==> config.mk <==
export PLATFORM = sky130hd
export DESIGN_NAME = tmr16_timer
export DESIGN_NICKNAME = d
export VERILOG_FILES = /design/src/tmr16_timer.v /design/src/tmr16_edge_sync.v
export VERILOG_INCLUDE_DIRS = /design/src
export SDC_FILE = /design/constraint.sdc
export NUM_CORES = 1
export LEC_CHECK = 0
export BUFFER_PORTS_ARGS = -buffer_cell sky130_fd_sc_hd__buf_2
export CORE_ASPECT_RATIO = 0.7
export CORE_MARGIN = 10
export CORE_UTILIZATION = 40
export CTS_CLUSTER_SIZE = 30
export DETAILED_ROUTE_END_ITERATION = 6
export HOLD_SLACK_MARGIN = 0.1
export PLACE_DENSITY = 0.68
export SYNTH_ARGS = -nofsm -noshare
export SYNTH_HDL_FRONTEND = slang
export SYNTH_SLANG_ARGS = --single-unit
==> constraint.sdc <==
create_clock -name i_mclk -period 3.2 [get_ports i_mclk]
set_clock_uncertainty 0.15 [all_clocks]
set_input_delay 0.64 -clock i_mclk [delete_from_list [all_inputs] [get_ports i_mclk]]
set_output_delay 0.64 -clock i_mclk [all_outputs]
set_load 0.005 [all_outputs]
==> src/tmr16_defs.vh <==
// Constants for the 16-bit timer, event counter and pulse width capture block.
// Assumes an 8-bit register port and one 100 MHz system clock.
//
// How it works
// - Mode field one-zero selects interval timer.
// - Timer counts falling edges of internal clock.
// - Timer overflow: request, reload, keep counting.
// - Overflow request gated by enable; also wakes.
// - Mode zero-one counts external input edges.
// - Edge bit low rising, high falling.
// - Run bit starts; only software clears normally.
// - Event counting continues in sleep, wakes.
// - Mode one-one captures on internal clock.
// - Capture: run arms; active edge starts.
// - Edge bit picks falling-start or rising-start.
// - Capture end clears run bit automatically.
// - Captured value holds; edges ignored until rearm.
// - Capture overflow: request, reload, continue.
// - Divider output toggles on every overflow.
// - Divider pin output; data bit low forces low.
// - Pull-high on timer pin stays active.
// - Count up from preload to all ones.
// - Preload loads counter only while stopped.
// - Control bit 2 selects divider pin role.
`ifndef TMR16_DEFS_VH
`define TMR16_DEFS_VH

// ************************************************************
// Register offsets
// ************************************************************
`define TMR16_OFS_CTRL 3'h0
`define TMR16_OFS_CNT_LO 3'h1
`define TMR16_OFS_CNT_HI 3'h2
`define TMR16_OFS_PRE_LO 3'h3
`define TMR16_OFS_PRE_HI 3'h4
`define TMR16_OFS_INTERRUPT_CONTROL_THREE 3'h5
`define TMR16_OFS_PORT 3'h6

// ************************************************************
// Field positions
// ************************************************************
`define TMR16_CTRL_MODE_HI 7
`define TMR16_CTRL_MODE_LO 6
`define TMR16_CTRL_CLK_SEL 5
`define TMR16_CTRL_RUN 4
`define TMR16_CTRL_EDGE 3
`define TMR16_CTRL_PFD_SEL 2
`define TMR16_INT_EN 0
`define TMR16_INT_FLAG 1
`define TMR16_PORT_PE0_DATA 0
`define TMR16_PORT_PE0_DIR 1
`define TMR16_PORT_TC_DIR 2
`define TMR16_PORT_TC_PULL 3
`define TMR16_PORT_TC_DATA 4

// ************************************************************
// Reset values and mode codes
// ************************************************************
`define TMR16_CTRL_RST 8'h08
`define TMR16_PORT_RST 8'h06
`define TMR16_MODE_EVENT 2'h1
`define TMR16_MODE_TIMER 2'h2
`define TMR16_MODE_CAPTURE 2'h3
`define TMR16_CNT_FULL 16'hFFFF

// ************************************************************
// Timing counts
// ************************************************************
`define TMR16_MCLK_HZ 100000000
`define TMR16_LOW_SPEED_INTERNAL_OSC_HZ 32000
`define TMR16_LOW_SPEED_INTERNAL_OSC_DIV (`TMR16_MCLK_HZ / `TMR16_LOW_SPEED_INTERNAL_OSC_HZ)
`define TMR16_SYS_DIV 4

`endif

==> src/tmr16_timer.v <==
// Top of the 16-bit timer, event counter and pulse width capture block.
// Assumes the register master never waits and pins are driven by the surrounding pad logic.
//
// The register addresses and the address-and-strobe port were left to the implementer.
`timescale 1ns/1ps
`include "tmr16_defs.vh"

module tmr16_timer (
  input wire i_mclk,
  input wire i_rst,
  input wire [2:0] i_addr,
  input wire [7:0] i_wdata,
  input wire i_wr,
  input wire i_rd,
  output wire [7:0] o_rdata,
  input wire i_tc_pin,
  output wire o_tc_o,
  output wire o_tc_oe_n,
  output wire o_tc_pullup_en,
  output wire o_pe0_o,
  output wire o_pe0_oe_n,
  output wire o_irq,
  output wire o_wakeup
);

  // ************************************************************
  // Constants and states
  // ************************************************************
  localparam [2:0] ST_IDLE = 3'h1;
  localparam [2:0] ST_ARMED = 3'h2;
  localparam [2:0] ST_COUNT = 3'h4;
  localparam integer LOW_SPEED_INTERNAL_OSC_LAST_I = `TMR16_LOW_SPEED_INTERNAL_OSC_DIV - 1;
  localparam integer SYS_LAST_I = `TMR16_SYS_DIV - 1;
  localparam [7:0] CTRL_RST = `TMR16_CTRL_RST;
  localparam [11:0] LOW_SPEED_INTERNAL_OSC_LAST = LOW_SPEED_INTERNAL_OSC_LAST_I[11:0];
  localparam [1:0] SYS_LAST = SYS_LAST_I[1:0];

  // ************************************************************
  // Declarations
  // ************************************************************
  reg [1:0] mode_q;
  reg clk_sel_q;
  reg run_q;
  reg run_d;
  reg edge_q;
  reg pfd_sel_q;
  reg [15:0] cnt_q;
  reg [15:0] cnt_d;
  reg [15:0] pre_q;
  reg irq_en_q;
  reg irq_flag_q;
  reg pe0_data_q;
  reg pe0_dir_q;
  reg tc_dir_q;
  reg tc_pull_q;
  reg tc_data_q;
  reg pfd_q;
  reg pe0_o_q;
  reg wake_q;
  reg [2:0] state_q;
  reg [2:0] state_d;
  reg [1:0] sys_div_q;
  reg [11:0] low_speed_internal_osc_div_q;
  reg [7:0] rdata_q;
  reg [7:0] rd_mux;
  wire tc_level;
  wire tc_rise;
  wire tc_fall;
  wire wr_ctrl;
  wire wr_cnt_lo;
  wire wr_cnt_hi;
  wire wr_pre_lo;
  wire wr_pre_hi;
  wire wr_int;
  wire wr_port;
  wire sys_tick;
  wire low_speed_internal_osc_tick;
  wire int_tick;
  wire mode_timer;
  wire mode_event;
  wire mode_cap;
  wire ev_edge;
  wire cap_start;
  wire cap_end;
  wire cap_done;
  wire count_en;
  wire ovf;

  // Picks the falling pulse when pick is high, otherwise the rising pulse.
  function sel_edge;
    input pick;
    input rise;
    input fall;
    begin
      sel_edge = pick ? fall : rise;
    end
  endfunction

  // ************************************************************
  // Input synchroniser
  // ************************************************************
  tmr16_edge_sync u_sync (
    .i_mclk(i_mclk),
    .i_rst(i_rst),
    .i_pin(i_tc_pin),
    .o_level(tc_level),
    .o_rise(tc_rise),
    .o_fall(tc_fall)
  );

  // ************************************************************
  // Register decode
  // ************************************************************
  // One write strobe per register.
  assign wr_ctrl = i_wr & (i_addr == `TMR16_OFS_CTRL);
  assign wr_cnt_lo = i_wr & (i_addr == `TMR16_OFS_CNT_LO);
  assign wr_cnt_hi = i_wr & (i_addr == `TMR16_OFS_CNT_HI);
  assign wr_pre_lo = i_wr & (i_addr == `TMR16_OFS_PRE_LO);
  assign wr_pre_hi = i_wr & (i_addr == `TMR16_OFS_PRE_HI);
  assign wr_int = i_wr & (i_addr == `TMR16_OFS_INTERRUPT_CONTROL_THREE);
  assign wr_port = i_wr & (i_addr == `TMR16_OFS_PORT);

  // ************************************************************
  // Internal clock sources
  // ************************************************************
  // System clock divided by four and the low-speed oscillator model.
  always @(posedge i_mclk) begin
    if (i_rst) begin
      sys_div_q <= 2'h0;
      low_speed_internal_osc_div_q <= 12'h000;
    end else begin
      sys_div_q <= sys_div_q + 2'h1;
      if (low_speed_internal_osc_div_q == LOW_SPEED_INTERNAL_OSC_LAST) begin
        low_speed_internal_osc_div_q <= 12'h000;
      end else begin
        low_speed_internal_osc_div_q <= low_speed_internal_osc_div_q + 12'h001;
      end
    end
  end

  // A tick marks the falling edge of each divided clock.
  assign sys_tick = (sys_div_q == SYS_LAST);
  assign low_speed_internal_osc_tick = (low_speed_internal_osc_div_q == LOW_SPEED_INTERNAL_OSC_LAST);
  assign int_tick = clk_sel_q ? low_speed_internal_osc_tick : sys_tick;

  // ************************************************************
  // Mode decode and counting enables
  // ************************************************************
  assign mode_timer = (mode_q == `TMR16_MODE_TIMER);
  assign mode_event = (mode_q == `TMR16_MODE_EVENT);
  assign mode_cap = (mode_q == `TMR16_MODE_CAPTURE);

  // Event edge and capture edges from the edge-select bit.
  assign ev_edge = sel_edge(edge_q, tc_rise, tc_fall);
  assign cap_start = sel_edge(~edge_q, tc_rise, tc_fall);
  assign cap_end = sel_edge(edge_q, tc_rise, tc_fall);

  // The returning edge stops the count and drops the run bit.
  assign cap_done = mode_cap & run_q & (state_q == ST_COUNT) & cap_end;

  // Nothing here is gated by sleep, so event counting carries on in idle.
  assign count_en = (mode_timer & run_q & int_tick)
                  | (mode_event & run_q & ev_edge)
                  | (mode_cap & run_q & (state_q == ST_COUNT) & ~cap_end & int_tick);

  // Overflow happens on the step past all ones.
  assign ovf = count_en & (cnt_q == `TMR16_CNT_FULL);

  // ************************************************************
  // Capture sequencer
  // ************************************************************
  // Idle until armed, wait for the start edge, count until the return edge.
  always @* begin
    state_d = state_q;
    case (state_q)
      ST_IDLE: begin
        if (mode_cap & run_q) begin
          state_d = ST_ARMED;
        end
      end
      ST_ARMED: begin
        if (~mode_cap | ~run_q) begin
          state_d = ST_IDLE;
        end else if (cap_start) begin
          state_d = ST_COUNT;
        end
      end
      ST_COUNT: begin
        if (~mode_cap | ~run_q | cap_end) begin
          state_d = ST_IDLE;
        end
      end
      default: begin
        state_d = ST_IDLE;
      end
    endcase
  end

  // Run bit: software writes win, the capture end clears it otherwise.
  always @* begin
    run_d = run_q;
    if (wr_ctrl) begin
      run_d = i_wdata[`TMR16_CTRL_RUN];
    end else if (cap_done) begin
      run_d = 1'b0;
    end
  end

  // ************************************************************
  // Counter next value
  // ************************************************************
  // Direct byte writes first, then preload loads, then overflow reload, then increment.
  always @* begin
    cnt_d = cnt_q;
    if (wr_cnt_lo) begin
      cnt_d = {cnt_q[15:8], i_wdata};
    end else if (wr_cnt_hi) begin
      cnt_d = {i_wdata, cnt_q[7:0]};
    end else if (wr_pre_lo & ~run_q) begin
      cnt_d = {pre_q[15:8], i_wdata};
    end else if (wr_pre_hi & ~run_q) begin
      cnt_d = {i_wdata, pre_q[7:0]};
    end else if (ovf) begin
      cnt_d = pre_q;
    end else if (count_en) begin
      cnt_d = cnt_q + 16'h0001;
    end
  end

  // ************************************************************
  // Registers and state
  // ************************************************************
  always @(posedge i_mclk) begin
    if (i_rst) begin
      mode_q <= CTRL_RST[`TMR16_CTRL_MODE_HI:`TMR16_CTRL_MODE_LO];
      clk_sel_q <= 1'b0;
      run_q <= 1'b0;
      edge_q <= CTRL_RST[`TMR16_CTRL_EDGE];
      pfd_sel_q <= 1'b0;
      cnt_q <= 16'h0000;
      pre_q <= 16'h0000;
      irq_en_q <= 1'b0;
      irq_flag_q <= 1'b0;
      pe0_data_q <= 1'b0;
      pe0_dir_q <= 1'b1;
      tc_dir_q <= 1'b1;
      tc_pull_q <= 1'b0;
      tc_data_q <= 1'b0;
      pfd_q <= 1'b0;
      state_q <= ST_IDLE;
    end else begin
      run_q <= run_d;
      cnt_q <= cnt_d;
      state_q <= state_d;
      if (wr_ctrl) begin
        mode_q <= i_wdata[`TMR16_CTRL_MODE_HI:`TMR16_CTRL_MODE_LO];
        clk_sel_q <= i_wdata[`TMR16_CTRL_CLK_SEL];
        edge_q <= i_wdata[`TMR16_CTRL_EDGE];
        pfd_sel_q <= i_wdata[`TMR16_CTRL_PFD_SEL];
      end
      // A running counter picks up the new preload at its next overflow.
      if (wr_pre_lo) begin
        pre_q[7:0] <= i_wdata;
      end
      if (wr_pre_hi) begin
        pre_q[15:8] <= i_wdata;
      end
      if (wr_int) begin
        irq_en_q <= i_wdata[`TMR16_INT_EN];
      end
      // An overflow in the same cycle as a clear still sets the flag.
      if (ovf) begin
        irq_flag_q <= 1'b1;
      end else if (wr_int) begin
        irq_flag_q <= i_wdata[`TMR16_INT_FLAG];
      end
      if (wr_port) begin
        pe0_data_q <= i_wdata[`TMR16_PORT_PE0_DATA];
        pe0_dir_q <= i_wdata[`TMR16_PORT_PE0_DIR];
        tc_dir_q <= i_wdata[`TMR16_PORT_TC_DIR];
        tc_pull_q <= i_wdata[`TMR16_PORT_TC_PULL];
        tc_data_q <= i_wdata[`TMR16_PORT_TC_DATA];
      end
      if (ovf) begin
        pfd_q <= ~pfd_q;
      end
    end
  end

  // ************************************************************
  // Pin and event outputs
  // ************************************************************
  // Divider pin value and wake pulse come from flip-flops.
  always @(posedge i_mclk) begin
    if (i_rst) begin
      pe0_o_q <= 1'b0;
      wake_q <= 1'b0;
    end else begin
      pe0_o_q <= pfd_sel_q ? (pfd_q & pe0_data_q) : pe0_data_q;
      wake_q <= ovf;
    end
  end

  assign o_pe0_o = pe0_o_q;
  assign o_pe0_oe_n = pe0_dir_q; // Low drives the divider pin.
  assign o_tc_o = tc_data_q;
  assign o_tc_oe_n = tc_dir_q; // High leaves the timer pin as an input.
  assign o_tc_pullup_en = tc_pull_q;
  assign o_irq = irq_flag_q & irq_en_q;
  assign o_wakeup = wake_q;

  // ************************************************************
  // Read port
  // ************************************************************
  // Unmapped offsets and reserved bits read as zero.
  always @* begin
    rd_mux = 8'h00;
    case (i_addr)
      `TMR16_OFS_CTRL: begin
        rd_mux = {mode_q, clk_sel_q, run_q, edge_q, pfd_sel_q, 2'h0};
      end
      `TMR16_OFS_CNT_LO: begin
        rd_mux = cnt_q[7:0];
      end
      `TMR16_OFS_CNT_HI: begin
        rd_mux = cnt_q[15:8];
      end
      `TMR16_OFS_PRE_LO: begin
        rd_mux = pre_q[7:0];
      end
      `TMR16_OFS_PRE_HI: begin
        rd_mux = pre_q[15:8];
      end
      `TMR16_OFS_INTERRUPT_CONTROL_THREE: begin
        rd_mux = {6'h00, irq_flag_q, irq_en_q};
      end
      `TMR16_OFS_PORT: begin
        rd_mux = {2'h0, tc_level, tc_data_q, tc_pull_q, tc_dir_q, pe0_dir_q, pe0_data_q};
      end
      default: begin
        rd_mux = 8'h00;
      end
    endcase
  end

  // Read data stand only in the cycle after the strobe.
  always @(posedge i_mclk) begin
    if (i_rst) begin
      rdata_q <= 8'h00;
    end else if (i_rd) begin
      rdata_q <= rd_mux;
    end else begin
      rdata_q <= 8'h00;
    end
  end

  assign o_rdata = rdata_q;

endmodule // tmr16_timer

==> src/tmr16_edge_sync.v <==
// Two-stage synchroniser with edge detection for the timer input pin.
// Assumes the pin may change at any time relative to i_mclk.
`timescale 1ns/1ps

module tmr16_edge_sync (
  input wire i_mclk,
  input wire i_rst,
  input wire i_pin,
  output wire o_level,
  output wire o_rise,
  output wire o_fall
);

  reg meta_q;
  reg sync_q;
  reg last_q;

  // Only sync_q reads the first stage; edges come from the second and third stages.
  always @(posedge i_mclk) begin
    if (i_rst) begin
      meta_q <= 1'b1;
      sync_q <= 1'b1;
      last_q <= 1'b1;
    end else begin
      meta_q <= i_pin;
      sync_q <= meta_q;
      last_q <= sync_q;
    end
  end

  // Edge pulses last one cycle each.
  assign o_level = sync_q;
  assign o_rise = sync_q & ~last_q;
  assign o_fall = ~sync_q & last_q;

endmodule // tmr16_edge_sync

==> results.env <==
RUN_STATUS='completed'
COMB_POWER_SHARE_PCT=9.9
CRIT_BUF_INV=0
GRT_START_MAX_NET_PINS=38
RSZ0062_AT_GRT='no'
POWER_LEAKAGE_nW=1.868
SYNTH.DISTINCT_CELLS=70
WORSTSKEWPAIRLATENCY_PS=340
TIGHTESTPINTRANSITION_PS=652.9
YS_SEQ_ELEMENTS=76
FINALHOLDVIOLCOUNT=0
CLK_PIN_SLEW_WORST_PATHS_PS=60
SUM_OF_OVERFLOW_ACROSS_ALL_LAYERS_AFTER_GLOBAL_ROUTING=0
YOSYSWARNINGCOUNT=0
ANT_NETS=0
POWER.SWITCHING_mW=0.6056
CRIT_TYPE='reg2reg'
AREA_GROWTH_SYN_TO_LAYOUT_PCT=12.30
SLOWEST_STAGE='o31ai_2'
CTSLONGESTPATHBUFFERS=2
MIN_PERIOD_PS=2690
CRITPATHARRIVALTIME_PS=2770
CRIT_TOP_CELL='a221oi_1'
DPL.CELL_COUNT=639
WORST-PATH-MAX-FANOUT=16
ANTENNA-DIODE-COUNT=0
FINALCRITPERIODSHARE_PCT=84.06
CTS.SINK_COUNT=76
TIMING.SLEW.HEADROOM_PCT=56.21
MAX_CAP_VIOLATIONS=0
SYN_AREA_SQ_UM=4222
CLOCK_TREE.ROOT_CELL='clkbuf_16'
SYNTHESIS.INSTANCES=496
CRITICAL-PATH-MAX-STAGE-DELAY_PS=560
TIMING.CRITICAL_PATH.CELLS='nor3b_2 > o31ai_1 > a41o_4 > o31ai_2 > a221oi_1 > a221oi_1'
TOTAL_GLOBAL_ROUTING_TRACK_UTILIZATION_PCT=17.73
DETAIL_ROUTE.DRC_VIOLATIONS=0
POWER_DENSITY_nW_PER_UM2=484.6
CTS_SETUP_BUFFERS=0
DETAILEDROUTE.FIRSTPASSITERATIONCOUNT=5
POST_DRT_VIA_CELL_RATIO=5.966
CTS_MAX_LEVEL=3
SYNTH_NETS=516
WORST_SETUP_PATH_END_KIND='flop'
SLEW_VIOLATIONS=0
ROWS=31
SW_FRAC_OF_TOTAL_PCT=26.36
POWER_mW=2.297
CRITPATHLAUNCHTYPE='flop'
GRT_ANTENNA_BEFORE_REPAIR=0
FINALSETUPTNS_PS=0
ROUTED-VIA-COUNT=3908
COUNT_OF_INPUT_AND_OUTPUT_BUFFERS=30
DETAIL_ROUTE.WL_PER_CELL_MICRONS=20.62
LAYOUT.CELLS.NON_FILLER=655
NNETSFINAL=538
DRTITER0DRC=616
POST_SYNTH_ARST_SHARE_PCT=0
TIMING.HOLD.WORST.CLASS='reg2reg'
CRIT_REQUIRED_PS=3280
FIRST_GLOBAL_VIAS=3584
DOMINANTREGCELLSYNTH='dfxtp_1'
POWER.SHARE.CLOCK_PCT=46.0
PLACE_HPWL_MICRONS=9788
CTS_HOLD_BUFFERS=0
TIMING.CRITICAL_PATH.MAX_DELAY_FAMILY='compound AO/OA/AOI/OAI gates'
DIE_AREA_SQ_UM=15130
WIRE_LENGTH_OF_THE_FIRST_GLOBAL_ROUTING_PASS_MICRONS=20910
NUMBER_OF_ENABLE_FLIP_FLOP_CELLS_AFTER_SYNTHESIS=0
CORE_AREA_SQ_UM=10320
INTERNAL_POWER_COMPONENT_mW=1.692
POWER.SEQUENTIAL.FRACTION_PCT=44.1
POST_CTS_RESIZE_COUNT=0
MAX_FREQ_MHz=371.7
TRITONCTS='yes'
IRDROPWORSTVDD_mV=0.3563
YS_SEQ_AREA_SHARE_PCT=36.04
DIE_WIDTH_MICRONS=142.8
FINAL-SETUP-VIOL-COUNT=0
ROUTABILITYCONGESTION=0.9520
FLOORPLAN.DIE.HEIGHT_MICRONS=106.0
DRT_WL_TOTAL_MICRONS=13500
INITIAL_UTILIZATION_PCT=40.92
NUM_IO_PINS=31
SYNTH.AVG_CELL_AREA_SQ_UM=8.511
FRACTION_OF_LAYOUT_CELLS_WITH_A_SIZE_SUFFIX_ABOVE_1_PCT=16.25
NUMCTSBUFFERS=9
[registers in the layout, indices dropped and copies added, names as in the netlist, 2 cells and up]
register and count:
sys_div_q 2, low_speed_internal_osc_div_q 12, o_rdata 8, cnt_q 16, pre_q 16, mode_q 2
state_q 3
[synthesized netlist by cell type, types with 3 or more instances]
library cell  count  share of area [%]
a21oi_1          31                3.7
dfxtp_1          76                 36
mux2i_1          29                6.9
and3_1            8                1.2
nor2_1           63                5.6
a221oi_1         11                2.3
or2_2             3               0.44
xor2_1           11                2.3
ha_1              4                1.2
nand2_1          52                4.6
o21ai_0          14                1.7
a2111oi_0         3               0.62
buf_1             4               0.36
nor3_1            7               0.83
nand2b_1          5               0.74
nor4_1            5               0.74
o31ai_1           5               0.89
and2_1            6               0.89
o22ai_1           9                1.3
a211oi_1          7                1.2
o2111ai_1         3               0.62
inv_1            16                1.4
nand4_1           3               0.44
nand3_1          16                1.9
clkbuf_1         16                1.4
xnor2_1          11                2.3
buf_2             3               0.36
a221o_1           4               0.95
nor2b_1           9                1.3
a22oi_1           9                1.6
[final cells by class]
type                       count  area [sq um]
fill                        1006          5577
timing repair buffer          40         225.2
multi-input combinational    375          2459
clock buffer                  10         239.0
sequential                    76          1521
tap                          132         165.2
inverter                      16         60.06
clock inverter                 6         71.32
[path summary, 6_finish.rpt]
path	cells past startpoint	slack [ps]	to	from
setup / recovery	6	510	cnt_q[1]	u_sync.o_level
hold reg to reg	1	260	u_sync.o_level	u_sync.meta_q
setup reg to reg	6	510	cnt_q[1]	u_sync.o_level
hold / removal	1	260	u_sync.o_level	u_sync.meta_q
[through the flow]
step                      util, %  instance area [sq um]  hold WS [ps]  worst slack [ps]
after floorplan                 -                   4222         239.5             692.8
after global placement      42.94                   4431         247.7             387.2
after detailed placement    42.94                   4431         250.4             327.4
after CTS                   45.95                   4741         269.1             512.4
after global routing        45.95                   4741         279.0             287.5
final                       45.95                   4741         264.0             510.0
[metal layers]
layer | GRT usage [%] | vias up | part of all wire [%]
li1 | - | 1831 | -
met1 | 26.62 | 1868 | 48
met2 | 23.60 | 198 | 40
met3 | 6.136 | 11 | 11
met4 | 3.231 | 0 | 1.1
met5 | 0 | - | 0
[logic make-up after synthesis]
logic type               Yosys count  share of synthesized area [%]
AND/OR/NAND/NOR                  199                          24.30
AO/OA/AOI/OAI                    119                          20.78
flip-flops                        76                          36.04
buffers and inverters             45                          5.720
multiplexers                      31                          7.410
XOR/XNOR                          22                          4.564
adder cells (fa/ha/maj)            4                          1.186
[power by group through the flow]
stage,Combinational [mW],Clock [mW],Sequential (mW)
after floorplan,0.161,0,1.02
after global placement,0.219,0,1.03
after detailed placement,0.222,0,1.03
after CTS,0.223,1.06,1.01
after global routing,0.246,1.12,1.01
final,0.228,1.06,1.01
[placed cells by master (no fill, tap or decap), types with 14 or more instances in the layout]
cell type / synthesis / final
a21oi_1: 31 / 31
dfxtp_1: 76 / 76
nand3_1: 16 / 16
buf_2: 3 / 30
nand2_1: 52 / 52
o21ai_0: 14 / 14
mux2i_1: 29 / 29
nor2_1: 63 / 63
inv_1: 16 / 16
No activity file was read; power rests on OpenSTA's default activity.
